==> config.mk <==
export PLATFORM = sky130hd
export DESIGN_NAME = uhtc_top
export DESIGN_NICKNAME = d
export VERILOG_FILES = /design/src/verilog/uhtc_pkg.sv /design/src/verilog/uhtc_launch.sv /design/src/verilog/uhtc_top.sv
export VERILOG_INCLUDE_DIRS = /design/src /design/src/verilog
export SDC_FILE = /design/constraint.sdc
export NUM_CORES = 1
export LEC_CHECK = 0
export ABC_CLOCK_PERIOD_IN_PS = 5500
export BUFFER_PORTS_ARGS = -buffer_cell sky130_fd_sc_hd__buf_2
export CORE_MARGIN = 2
export CORE_UTILIZATION = 45
export DETAILED_ROUTE_END_ITERATION = 7
export PLACE_DENSITY = 0.85
export SLEW_MARGIN = 20
export SYNTH_ARGS = -nofsm -noshare
export SYNTH_HDL_FRONTEND = slang
export SYNTH_SLANG_ARGS = --single-unit
==> constraint.sdc <==
create_clock -name CLK -period 5.5 [get_ports CLK]
set_clock_uncertainty 0.15 [all_clocks]
set_input_delay 1.1 -clock CLK [delete_from_list [all_inputs] [get_ports CLK]]
set_output_delay 1.1 -clock CLK [all_outputs]
set_load 0.03 [all_outputs]
==> src/verilog/uhtc_consts.svh <==
// Constants for the host transaction control block
`ifndef UHTC_CONSTS_SVH
`define UHTC_CONSTS_SVH
`define UHTC_CTRL_OFS      12'h000
`define UHTC_STAT_OFS      12'h004
`define UHTC_CTRL_RESET    16'h0000
`define UHTC_CTRL_WMASK    16'h00F1
`define UHTC_BIT_PREAMBLE  7
`define UHTC_BIT_TOGGLE    6
`define UHTC_BIT_ALIGN     5
`define UHTC_BIT_ISO       4
`define UHTC_BIT_LAUNCH    0
`define UHTC_ADDR_W        12
`endif

==> src/verilog/uhtc_pkg.sv <==
// Types for the host transaction control block
package uhtc_pkg;
	// Options handed to the packet engine with each launch
	typedef struct packed {
		logic preamble;
		logic data1;
		logic align;
		logic iso;
	} uhtc_opts_t;
	// Launch sequencer states, one-hot
	typedef enum logic [2:0] {
		ST_IDLE  = 3'b001,
		ST_WAIT  = 3'b010,
		ST_BUSY  = 3'b100
	} uhtc_state_t;
endpackage

==> src/verilog/uhtc_launch.sv <==
// Launch sequencer: waits for idle engine, and for frame marker if aligned, then starts
`timescale 1ns/100ps
`default_nettype none
module uhtc_launch (
	input  wire logic               clk,      // System clock
	input  wire logic               rst_n,    // Async reset, active low
	input  wire logic               arm,      // Launch bit held high
	input  wire logic               align,    // Wait for frame marker
	input  wire logic               marker,   // SOF/EOP sent pulse
	input  wire logic               eng_idle, // Packet engine free
	input  wire logic               done,     // Transaction done pulse
	output logic                    start,    // Start pulse to engine
	output logic                    finish,   // Clears the launch bit
	output uhtc_pkg::uhtc_state_t   state     // Current state
);
	import uhtc_pkg::*;
	uhtc_state_t state_q, state_d;
	// Next state; with alignment the engine must also be free in the marker cycle
	always_comb begin
		state_d = state_q;
		start   = 1'b0;
		finish  = 1'b0;
		case (state_q)
			ST_IDLE: begin
				if (arm) begin
					state_d = ST_WAIT;
				end
			end
			ST_WAIT: begin
				if (!arm) begin
					state_d = ST_IDLE;
				end else if (eng_idle && (!align || marker)) begin // see (RULE_06)
					start   = 1'b1;
					state_d = ST_BUSY;
				end
			end
			ST_BUSY: begin
				if (done) begin
					finish  = 1'b1; // see (RULE_09)
					state_d = ST_IDLE;
				end
			end
			default: state_d = ST_IDLE;
		endcase
	end
	// State register
	always_ff @(posedge clk or negedge rst_n) begin
		if (!rst_n) begin
			state_q <= ST_IDLE;
		end else begin
			state_q <= state_d;
		end
	end
	assign state = state_q;

	// ****************************************
	// Assertions
	// ****************************************
	align_wait_a: assert property (@(posedge clk) disable iff (!rst_n) // see (RULE_05)
		start && align |-> marker)
		else $error("aligned start without frame marker");
	idle_start_a: assert property (@(posedge clk) disable iff (!rst_n) // see (RULE_06)
		(state_q == ST_WAIT) && arm && eng_idle && !align |-> start)
		else $error("unaligned start delayed");
	busy_done_a: assert property (@(posedge clk) disable iff (!rst_n) // see (RULE_09)
		(state_q == ST_BUSY) && done |=> (state_q == ST_IDLE))
		else $error("no return to idle after done");
	start_cov_c: cover property (@(posedge clk) disable iff (!rst_n)
		start && align);
	finish_cov_c: cover property (@(posedge clk) disable iff (!rst_n)
		finish);
endmodule
`default_nettype wire

==> src/verilog/uhtc_top.sv <==
// Host transaction control register with AXI4-Lite slave
//
// Register access over AXI4-Lite and the register offsets are this design's own decisions.
`timescale 1ns/100ps
`default_nettype none
`include "uhtc_consts.svh"
// Function
// (RULE_01) Preamble enable bit 7 sends a preamble before every low-speed packet.
// (RULE_02) Software sets the preamble bit only for low-speed peripherals.
// (RULE_03) Toggle select bit 6 picks DATA1 when set and DATA0 when clear.
// (RULE_04) Toggle select never affects reception; no toggle check on receive.
// (RULE_05) Frame alignment bit 5 aligns to SOF at full speed, EOP at low speed.
// (RULE_06) Aligned packets wait for the marker, else start once engine idle.
// (RULE_07) Isochronous bit 4 selects isochronous or ordinary transactions.
// (RULE_08) Bits 7..4 and 0 are writable, others reserved, all reset to zero.
// (RULE_09) Writing 1 to launch bit 0 starts a transaction; hardware clears it.
// (RULE_10) Reserved bits ignore writes and read as zero.
module uhtc_top (
	input  wire logic              CLK,          // System clock 100 MHz
	input  wire logic              RST_N,        // Async reset, active low
	input  wire logic [11:0]       AWADDR,       // Write address
	input  wire logic              AWVALID,      // Write address valid
	output logic                   AWREADY,      // Write address ready
	input  wire logic [31:0]       WDATA,        // Write data
	input  wire logic [3:0]        WSTRB,        // Write strobes
	input  wire logic              WVALID,       // Write data valid
	output logic                   WREADY,       // Write data ready
	output logic [1:0]             BRESP,        // Write response
	output logic                   BVALID,       // Write response valid
	input  wire logic              BREADY,       // Write response ready
	input  wire logic [11:0]       ARADDR,       // Read address
	input  wire logic              ARVALID,      // Read address valid
	output logic                   ARREADY,      // Read address ready
	output logic [31:0]            RDATA,        // Read data
	output logic [1:0]             RRESP,        // Read response
	output logic                   RVALID,       // Read data valid
	input  wire logic              RREADY,       // Read data ready
	input  wire logic              FULL_SPEED,   // Port runs at full speed
	input  wire logic              SOF_SENT,     // SOF transmitted pulse
	input  wire logic              EOP_SENT,     // Low-speed EOP sent pulse
	input  wire logic              ENG_IDLE,     // Packet engine free
	input  wire logic              XFER_DONE,    // Transaction done pulse
	output logic                   XFER_START,   // Start pulse to engine
	output uhtc_pkg::uhtc_opts_t   XFER_OPTS     // Options for the transfer
);
	import uhtc_pkg::*;

	// ****************************************
	// Control register and launch
	// ****************************************
	logic [15:0] ctrl_q, ctrl_d;
	logic        marker, finish, wr_fire, wr_ctrl;
	uhtc_state_t st;
	logic        aw_q, aw_d, w_q, w_d, b_q, b_d, r_q, r_d;
	logic [11:0] awa_q, awa_d, ara;
	logic [31:0] wd_q, wd_d, rd_q, rd_d;
	logic [3:0]  ws_q, ws_d;
	logic [1:0]  bresp_q, bresp_d, rresp_q, rresp_d;
	logic        wr_mapped;

	// Marker depends on link speed: SOF at full speed, EOP at low speed
	assign marker = FULL_SPEED ? SOF_SENT : EOP_SENT; // see (RULE_05)

	uhtc_launch u_launch (
		.clk      (CLK),
		.rst_n    (RST_N),
		.arm      (ctrl_q[`UHTC_BIT_LAUNCH]),
		.align    (ctrl_q[`UHTC_BIT_ALIGN]),
		.marker   (marker),
		.eng_idle (ENG_IDLE),
		.done     (XFER_DONE),
		.start    (XFER_START),
		.finish   (finish),
		.state    (st)
	);

	// Options follow the register; the toggle goes only to transmit and
	// nothing on the receive side feeds back into it, see (RULE_04)
	always_comb begin
		XFER_OPTS.preamble = ctrl_q[`UHTC_BIT_PREAMBLE]; // see (RULE_01)
		XFER_OPTS.data1    = ctrl_q[`UHTC_BIT_TOGGLE];   // see (RULE_03)
		XFER_OPTS.align    = ctrl_q[`UHTC_BIT_ALIGN];
		XFER_OPTS.iso      = ctrl_q[`UHTC_BIT_ISO];      // see (RULE_07)
	end

	// Write fires when both address and data are held
	assign wr_fire = aw_q && w_q && !b_q;
	assign wr_ctrl = wr_fire && (awa_q == `UHTC_CTRL_OFS) && ws_q[0];
	// Only the two decoded words answer OKAY
	assign wr_mapped = (awa_q == `UHTC_CTRL_OFS) || (awa_q == `UHTC_STAT_OFS);

	// Software write masked to writable bits; hardware clear loses to a
	// write of 1 in the same cycle so a relaunch is not lost
	always_comb begin
		ctrl_d = ctrl_q;
		if (finish) begin
			ctrl_d[`UHTC_BIT_LAUNCH] = 1'b0; // see (RULE_09)
		end
		if (wr_ctrl) begin
			ctrl_d = wd_q[15:0] & `UHTC_CTRL_WMASK; // see (RULE_08) (RULE_10)
		end
	end

	always_ff @(posedge CLK or negedge RST_N) begin
		if (!RST_N) begin
			ctrl_q <= `UHTC_CTRL_RESET; // see (RULE_08)
		end else begin
			ctrl_q <= ctrl_d;
		end
	end

	// ****************************************
	// AXI4-Lite write channel
	// ****************************************
	always_comb begin
		aw_d    = aw_q;
		w_d     = w_q;
		b_d     = b_q;
		awa_d   = awa_q;
		wd_d    = wd_q;
		ws_d    = ws_q;
		bresp_d = bresp_q;
		if (AWVALID && AWREADY) begin
			aw_d  = 1'b1;
			awa_d = AWADDR;
		end
		if (WVALID && WREADY) begin
			w_d  = 1'b1;
			wd_d = WDATA;
			ws_d = WSTRB;
		end
		if (wr_fire) begin
			aw_d    = 1'b0;
			w_d     = 1'b0;
			b_d     = 1'b1;
			bresp_d = wr_mapped ? 2'h0 : 2'h2; // Unmapped gives SLVERR
		end
		if (b_q && BREADY) begin
			b_d = 1'b0;
		end
	end
	assign AWREADY = !aw_q && !b_q;
	assign WREADY  = !w_q && !b_q;
	assign BVALID  = b_q;
	assign BRESP   = bresp_q;

	always_ff @(posedge CLK or negedge RST_N) begin
		if (!RST_N) begin
			aw_q    <= 1'b0;
			w_q     <= 1'b0;
			b_q     <= 1'b0;
			awa_q   <= 12'h000;
			wd_q    <= 32'h00000000;
			ws_q    <= 4'h0;
			bresp_q <= 2'h0;
		end else begin
			aw_q    <= aw_d;
			w_q     <= w_d;
			b_q     <= b_d;
			awa_q   <= awa_d;
			wd_q    <= wd_d;
			ws_q    <= ws_d;
			bresp_q <= bresp_d;
		end
	end

	// ****************************************
	// AXI4-Lite read channel
	// ****************************************
	assign ara = ARADDR;
	always_comb begin
		r_d     = r_q;
		rd_d    = rd_q;
		rresp_d = rresp_q;
		if (ARVALID && ARREADY) begin
			r_d = 1'b1;
			if (ara == `UHTC_CTRL_OFS) begin
				rd_d    = {16'h0000, ctrl_q}; // see (RULE_10)
				rresp_d = 2'h0;
			end else if (ara == `UHTC_STAT_OFS) begin
				rd_d    = {29'h00000000, st};
				rresp_d = 2'h0;
			end else begin
				rd_d    = 32'h00000000;
				rresp_d = 2'h2;
			end
		end else if (r_q && RREADY) begin
			r_d = 1'b0;
		end
	end
	assign ARREADY = !r_q;
	assign RVALID  = r_q;
	assign RDATA   = rd_q;
	assign RRESP   = rresp_q;

	always_ff @(posedge CLK or negedge RST_N) begin
		if (!RST_N) begin
			r_q     <= 1'b0;
			rd_q    <= 32'h00000000;
			rresp_q <= 2'h0;
		end else begin
			r_q     <= r_d;
			rd_q    <= rd_d;
			rresp_q <= rresp_d;
		end
	end

	// ****************************************
	// Assertions
	// ****************************************
	resv_zero_a: assert property (@(posedge CLK) disable iff (!RST_N) // see (RULE_10)
		ctrl_q[15:8] == 8'h00 && ctrl_q[3:1] == 3'h0)
		else $error("reserved control bits set");
	preamble_out_a: assert property (@(posedge CLK) disable iff (!RST_N) // see (RULE_01)
		wr_ctrl |=> XFER_OPTS.preamble == $past(wd_q[7]))
		else $error("preamble option mismatch");
	toggle_out_a: assert property (@(posedge CLK) disable iff (!RST_N) // see (RULE_03)
		wr_ctrl |=> XFER_OPTS.data1 == $past(wd_q[6]))
		else $error("toggle option mismatch");
	iso_out_a: assert property (@(posedge CLK) disable iff (!RST_N) // see (RULE_07)
		wr_ctrl |=> XFER_OPTS.iso == $past(wd_q[4]))
		else $error("iso option mismatch");
	ctrl_write_a: assert property (@(posedge CLK) disable iff (!RST_N) // see (RULE_08)
		wr_ctrl |=> ctrl_q[7:4] == $past(wd_q[7:4]))
		else $error("control write lost");
	launch_clear_a: assert property (@(posedge CLK) disable iff (!RST_N) // see (RULE_09)
		finish && !wr_ctrl |=> !ctrl_q[0])
		else $error("launch bit not cleared");
	no_rx_check_a: assert property (@(posedge CLK) disable iff (!RST_N) // see (RULE_04)
		!wr_ctrl |=> $stable(ctrl_q[7:4]))
		else $error("option bits changed without a write");
	bresp_cov_c: cover property (@(posedge CLK) disable iff (!RST_N)
		BVALID && BREADY);
	iso_cov_c: cover property (@(posedge CLK) disable iff (!RST_N)
		XFER_START && XFER_OPTS.iso);
endmodule
`default_nettype wire

==> results.yml, run 1 <==
synth:
  synth_area_leaders: "dfrtp_1, mux2_2, buf_4, nand2_1, nor2b_1"
  async_reset_ff_frac: 1.00
  ys_types: 25
  seq_area_frac_synth: 0.537
  ys.flop_type: "dfrtp_1"
  yosysWarnings: 0
  syn-cell-area_mm2: 0.00182
  avgSynthCellArea_um2: 11.5
  yosysMostFrequentCell: "dfrtp_1"
  synth_top_cell_area_share: 0.522
  synthTopCellsByCount: "dfrtp_1, buf_4, mux2_2"
  yosysTopAreaCell: "dfrtp_1"
  synth-seq-cells: 39
  syn_inst: 158
  synth_edf_count: 0
hold_path:
  min_delay_worst_endpoint: "RRESP[1]$_DFFE_PN0P_"
  min_path_type: "flip-flop to flip-flop"
  worstHoldStart: "RRESP[1]$_DFFE_PN0P_"
  hold_depth: 2
detailed_routing:
  drtIter0Drc: 19
  route.detailed.drc: 0
  dr_total_vias: 1234
  wire_per_inst_um: 12.0
  drt_wl_total_um: 3270
  ant_nets: 0
  drt_first_pass_iters: 4
  avgViaCountPerCell: 4.54
critical_path:
  regToRegEndpoint: "awa_q[3]$_DFFE_PN0P_"
  crit_arrival_ps: 2010
  cp_cell_sequence: "buf_2 -> mux2_2 -> o21ai_0 -> nor3b_1 -> buf_2"
  r2r_start: "BVALID$_DFFE_PN0P_"
  cpMostUsedCell: "buf_2"
  r2r_cells: 3
  reg2reg_setup_slack_ps: 3440
  worstPathMaxFanout: 2
  start_kind: "input port"
  critical-path-max-stage-delay_ps: 310
  worstSetupEndpointType: "primary output"
  critPathKind: "input port to primary output"
  crit_required_ps: 4250
  cp_slowest_cell: "mux2_2"
clock_tree:
  ctsHoldBuffers: 0
  clk_pin_slew_ps: 70
  postCtsSetupRepairBufs: 0
  htreeDepth: 2
  cts-root-buf: "clkbuf_8"
  clockBufferDepth: 2
  cts_tree: "yes"
  numClockSinks: 39
  insertion_delay_ps: 300
  postCtsResizedCells: 0
  numCtsBuffers: 5
placed_design:
  gp_congestion: 0.809
  pre_cts_ws_ps: 2250
  port_buffers: 60
  place_hpwl_um: 2530
grt:
  grt_pass1_vias: 1211
  gr-total-overflow: 0
  grt.total_usage: 0.159
  grt_pass1_wl_um: 5280
  grt_max_degree: 40
  grt_antenna_before_repair: 0
power_and_ir_drop:
  power.density_mw_per_mm2: 422
  p_leak_nw: 1.07
  ir_drop_mv: 0.281
  totalPowerFinal_w: 0.000904
cells_and_area:
  area_growth_pct: 17.7
  antennaDiodeCount: 0
  nNetsFinal: 293
  fill_cells: 365
  layout-drive-gt1-share: 0.419
  postLayoutCoreUtil: 0.543
floorplanning:
  io_pins: 118
  start_util: 0.462
  rows: 23
  dieWidth_um: 67.6
  die_h_um: 67.6
  die_area_mm2: 0.00457
  coreArea_mm2: 0.00394
timing:
  relSlewSlack: 0.342
  rsz0062_at_grt: "no"
  period_share: 0.593
  max_clock_freq_mhz: 306
  fin_setup_tns_ps: 0
  setup_viol: 0
  worst_pin_slew_ps: 986
  fin_ws_ps: 2240
  period_minus_slack_ps: 3260
  hold_violations: 0
  slew_violations: 0
  hold_ws_ps: 345
run:
  cap_violations: 0
run_status:
  outcome: "finished, final reports clean"
[power breakdown]
group,internal [W],switching [W],total [W]
registers,0.000383,0.0000583,0.000441
clock network,0.0000900,0.0000936,0.000184
logic,0.000127,0.000153,0.000279
total,0.000599,0.000305,0.000904
[worst max-delay path: cells and delay by family]
| kind | cells | cell delay, ps |
|---|---|---|
| buf+inv | 2 | 270 |
| simple gates | 1 | 100 |
| compound gates | 1 | 230 |
| mux | 1 | 310 |
[layer usage]
metal / routed length, µm / part of all wire / global-route usage / up-vias
met3: 272 / 0.083 / 0.0450 / 5
met2: 1570 / 0.48 / 0.265 / 58
met5: 0 / 0 / 0 / -
met1: 1360 / 0.42 / 0.183 / 564
met4: 62 / 0.019 / 0.0867 / 0
li1: - / - / - / 607
[cell type report]
cell class	instances	area, µm²	share of cell area
multi-input combinational	110	703	0.328
inverter	5	18.8	0.00876
tap	50	62.6	0.0292
clock buffer	8	80.1	0.0374
timing repair buffer	60	300	0.140
sequential	39	977	0.456
[placed cells by master (no fill, tap or decap), drive strengths merged]
cell type and instances:
nor3 2, nor2b 7, a22o 1, a31oi 1, nand2 12, nor3b 1, nand3 3, or2 1
o21a 3, nor4 5, inv 5, conb 27, dfrtp 38, dfstp 1, clkbuf 8, o21ba 1
nand2b 1, o21ai 5, a21oi 5, a32o 2, mux2 24, buf 60, nor2 9
[how the worst max path moves through the flow]
| stage | endpoint | from | slack [ps] | cells past startpoint |
|---|---|---|---|---|
| detailed placement | XFER_START | FULL_SPEED | 2250 | 5 |
| finish | XFER_START | FULL_SPEED | 2240 | 5 |
| global route | XFER_START | FULL_SPEED | 2170 | 5 |
| CTS | XFER_START | FULL_SPEED | 2250 | 5 |
| floorplan | XFER_START | FULL_SPEED | 2080 | 3 |
| global placement | XFER_START | FULL_SPEED | 2260 | 5 |
[state kept, by name, summed over array words and instances, names as in the netlist]
register,cells
aw_q,1
w_q,1
wd_q,5
u_launch.state,3
BVALID,1
RVALID,1
ws_q,1
awa_q,12
RDATA,7
RRESP,1
BRESP,1
ctrl_q,5
[kinds of logic (layout without fill, tap and decap cells)]
family | after synthesis | count (layout) | synth area share
AND/OR/NAND/NOR | 41 | 41 | 0.118
multiplexers | 24 | 24 | 0.148
AO/OA/AOI/OAI | 18 | 18 | 0.0646
other | 1 | 27 | 0.00206
flip-flops | 39 | 39 | 0.537
buffers and inverters | 35 | 73 | 0.131
[through the flow]
| stage | cells | area (µm²) |
|---|---|---|
| after floorplan | 184 | 1920 |
| after global placement | 264 | 2060 |
| after detailed placement | 264 | 2060 |
| after CTS | 272 | 2140 |
| after global routing | 272 | 2140 |
| final | 272 | 2140 |
Power figures use the tool's default switching activity.
==> run 2, diff against run 1 <==
--- a/config.mk
+++ b/config.mk
@@ -6,12 +6,12 @@
 export SDC_FILE = /design/constraint.sdc
 export NUM_CORES = 1
 export LEC_CHECK = 0
-export ABC_CLOCK_PERIOD_IN_PS = 5500
+export ABC_CLOCK_PERIOD_IN_PS = 3250
 export BUFFER_PORTS_ARGS = -buffer_cell sky130_fd_sc_hd__buf_2
 export CORE_MARGIN = 2
-export CORE_UTILIZATION = 45
+export CORE_UTILIZATION = 42
 export DETAILED_ROUTE_END_ITERATION = 7
-export PLACE_DENSITY = 0.85
+export PLACE_DENSITY = 0.8
 export SLEW_MARGIN = 20
 export SYNTH_ARGS = -nofsm -noshare
 export SYNTH_HDL_FRONTEND = slang
==> constraint.sdc (replaced) <==
create_clock -name CLK -period 3.25 [get_ports CLK]
set_clock_uncertainty 0.15 [all_clocks]
set_input_delay 0.65 -clock CLK [delete_from_list [all_inputs] [get_ports CLK]]
set_output_delay 0.65 -clock CLK [all_outputs]
set_load 0.03 [all_outputs]
==> results.yml, run 2 (synthesis gave the netlist of run 1 again) <==
critical_path:
  crit_required_ps: 2450
  critPathBufInv: 2
  crit_cells: 5
  start_kind: "input port"
  critPathKind: "input port to primary output"
  cp_cell_sequence: "buf_2 -> mux2_2 -> o21ai_0 -> nor3b_1 -> buf_2"
  cp_top_family: "buffers and inverters"
  r2r_cells: 4
  worstPathMaxFanout: 2
  crit_arrival_ps: 1650
  cp_slowest_cell: "nor3b_1"
  cpMostUsedCell: "buf_2"
  critical-path-max-stage-delay_ps: 330
  reg2reg_setup_slack_ps: 1340
  worstSetupEndpointType: "primary output"
clock_tree:
  postCtsResizedCells: 0
  htreeDepth: 2
  postCtsSetupRepairBufs: 0
  clockBufferDepth: 2
  cts-root-buf: "clkbuf_8"
  insertion_delay_ps: 290
  numClockSinks: 39
  ctsHoldBuffers: 0
  clk_pin_slew_ps: 70
  numCtsBuffers: 5
  cts_tree: "yes"
cells_and_area:
  final_common_cell: "buf_2"
  fin_area_mm2: 0.00215
  instances_no_fill: 273
  multiInputGateArea_um2: 703
  antennaDiodeCount: 0
  nNetsFinal: 294
  final_cell_mix: "buf_2, dfrtp_1, conb_1"
  area_growth_pct: 18.1
  largest_reg_flops: 12
  fill_cells: 374
  regMostFlops: "awa_q"
  seq_area_um2: 977
  layout-drive-gt1-share: 0.422
power_and_ir_drop:
  p_leak_nw: 1.07
  power.density_mw_per_mm2: 709
  totalPowerFinal_w: 0.00152
  ir_drop_mv: 0.416
timing:
  relSlewSlack: 0.439
  worst_pin_slew_ps: 842
  fin_setup_tns_ps: 0
  max_clock_freq_mhz: 407
  slew_violations: 0
  rsz0062_at_grt: "no"
  hold_violations: 0
  setup_viol: 0
  hold_ws_ps: 311
  period_share: 0.755
  period_minus_slack_ps: 2450
grt:
  grt_max_degree: 40
  grt_pass1_vias: 1198
  grt_antenna_before_repair: 0
  gr-total-overflow: 0
  grt.total_usage: 0.145
  grt_pass1_wl_um: 5480
floorplanning:
  rows: 23
  coreArea_mm2: 0.00409
  die_area_mm2: 0.00488
  die_h_um: 69.8
  dieWidth_um: 69.8
  io_pins: 118
  start_util: 0.445
detailed_routing:
  route.detailed.drc: 0
  ant_nets: 0
  dr_total_vias: 1244
  drtIter0Drc: 8
  wire_per_inst_um: 11.7
  drt_wl_total_um: 3200
  avgViaCountPerCell: 4.56
  drt_first_pass_iters: 4
hold_path:
  min_path_type: "input port to async pin"
placed_design:
  port_buffers: 60
  gp_congestion: 0.839
  place_hpwl_um: 2520
  placed_cell_area_mm2: 0.00207
  dp.cells: 265
run:
  cap_violations: 0
run_status:
  outcome: "finished, final reports clean"
-- run 2: changes by cell type in the layout (fill, tap and decap cells not counted) --
cell / delta
buf_4: +1
-- run 2: cell type report --
cell class	instances	area share
multi-input combinational	110	0.327
sequential	39	0.455
clock buffer	8	0.0373
inverter	5	0.00873
tap	50	0.0291
timing repair buffer	61	0.143
-- run 2: power breakdown --
part	switching, W	internal, W	total (W)	leakage [nW]
Sequential	0.000101	0.000648	0.000749	0.479
Combinational	0.000252	0.000218	0.000470	0.556
Clock	0.000153	0.000152	0.000306	0.0395
Total	0.000506	0.00102	0.00152	1.07
-- run 2: routing by layer --
metal	track usage	vias up	part of all wire
met5	0	-	0
met4	0.0748	0	0.022
met3	0.0465	8	0.082
met2	0.221	58	0.47
met1	0.183	559	0.42
li1	-	619	-
-- run 2: stage by stage --
stage / util / setup WS (ps)
after floorplan: - / 725
after global placement: 0.506 / 904
after detailed placement: 0.506 / 839
after CTS: 0.526 / 839
after global routing: 0.526 / 726
final: 0.526 / 795
-- run 2: worst reg2reg max path, delay by kind of cell (launching register included) --
| kind | cells | cell delay (ps) |
|---|---|---|
| DFF | 1 | 370 |
| and+or+nand+nor | 3 | 880 |
| muxes | 1 | 380 |
-- run 2: final timing paths --
path / startpoint / endpoint
worst max register to register: awa_q[1]$_DFFE_PN0P_ / ctrl_q[7]$_DFFE_PN0P_
min in group CLK: RDATA[1]$_DFFE_PN0P_ / RDATA[1]$_DFFE_PN0P_
max in group asynchronous: RST_N / ctrl_q[0]$_DFFE_PN0P_
worst max-delay path: FULL_SPEED / XFER_START
worst min register to register: RDATA[1]$_DFFE_PN0P_ / RDATA[1]$_DFFE_PN0P_
worst min-delay path: RST_N / awa_q[3]$_DFFE_PN0P_
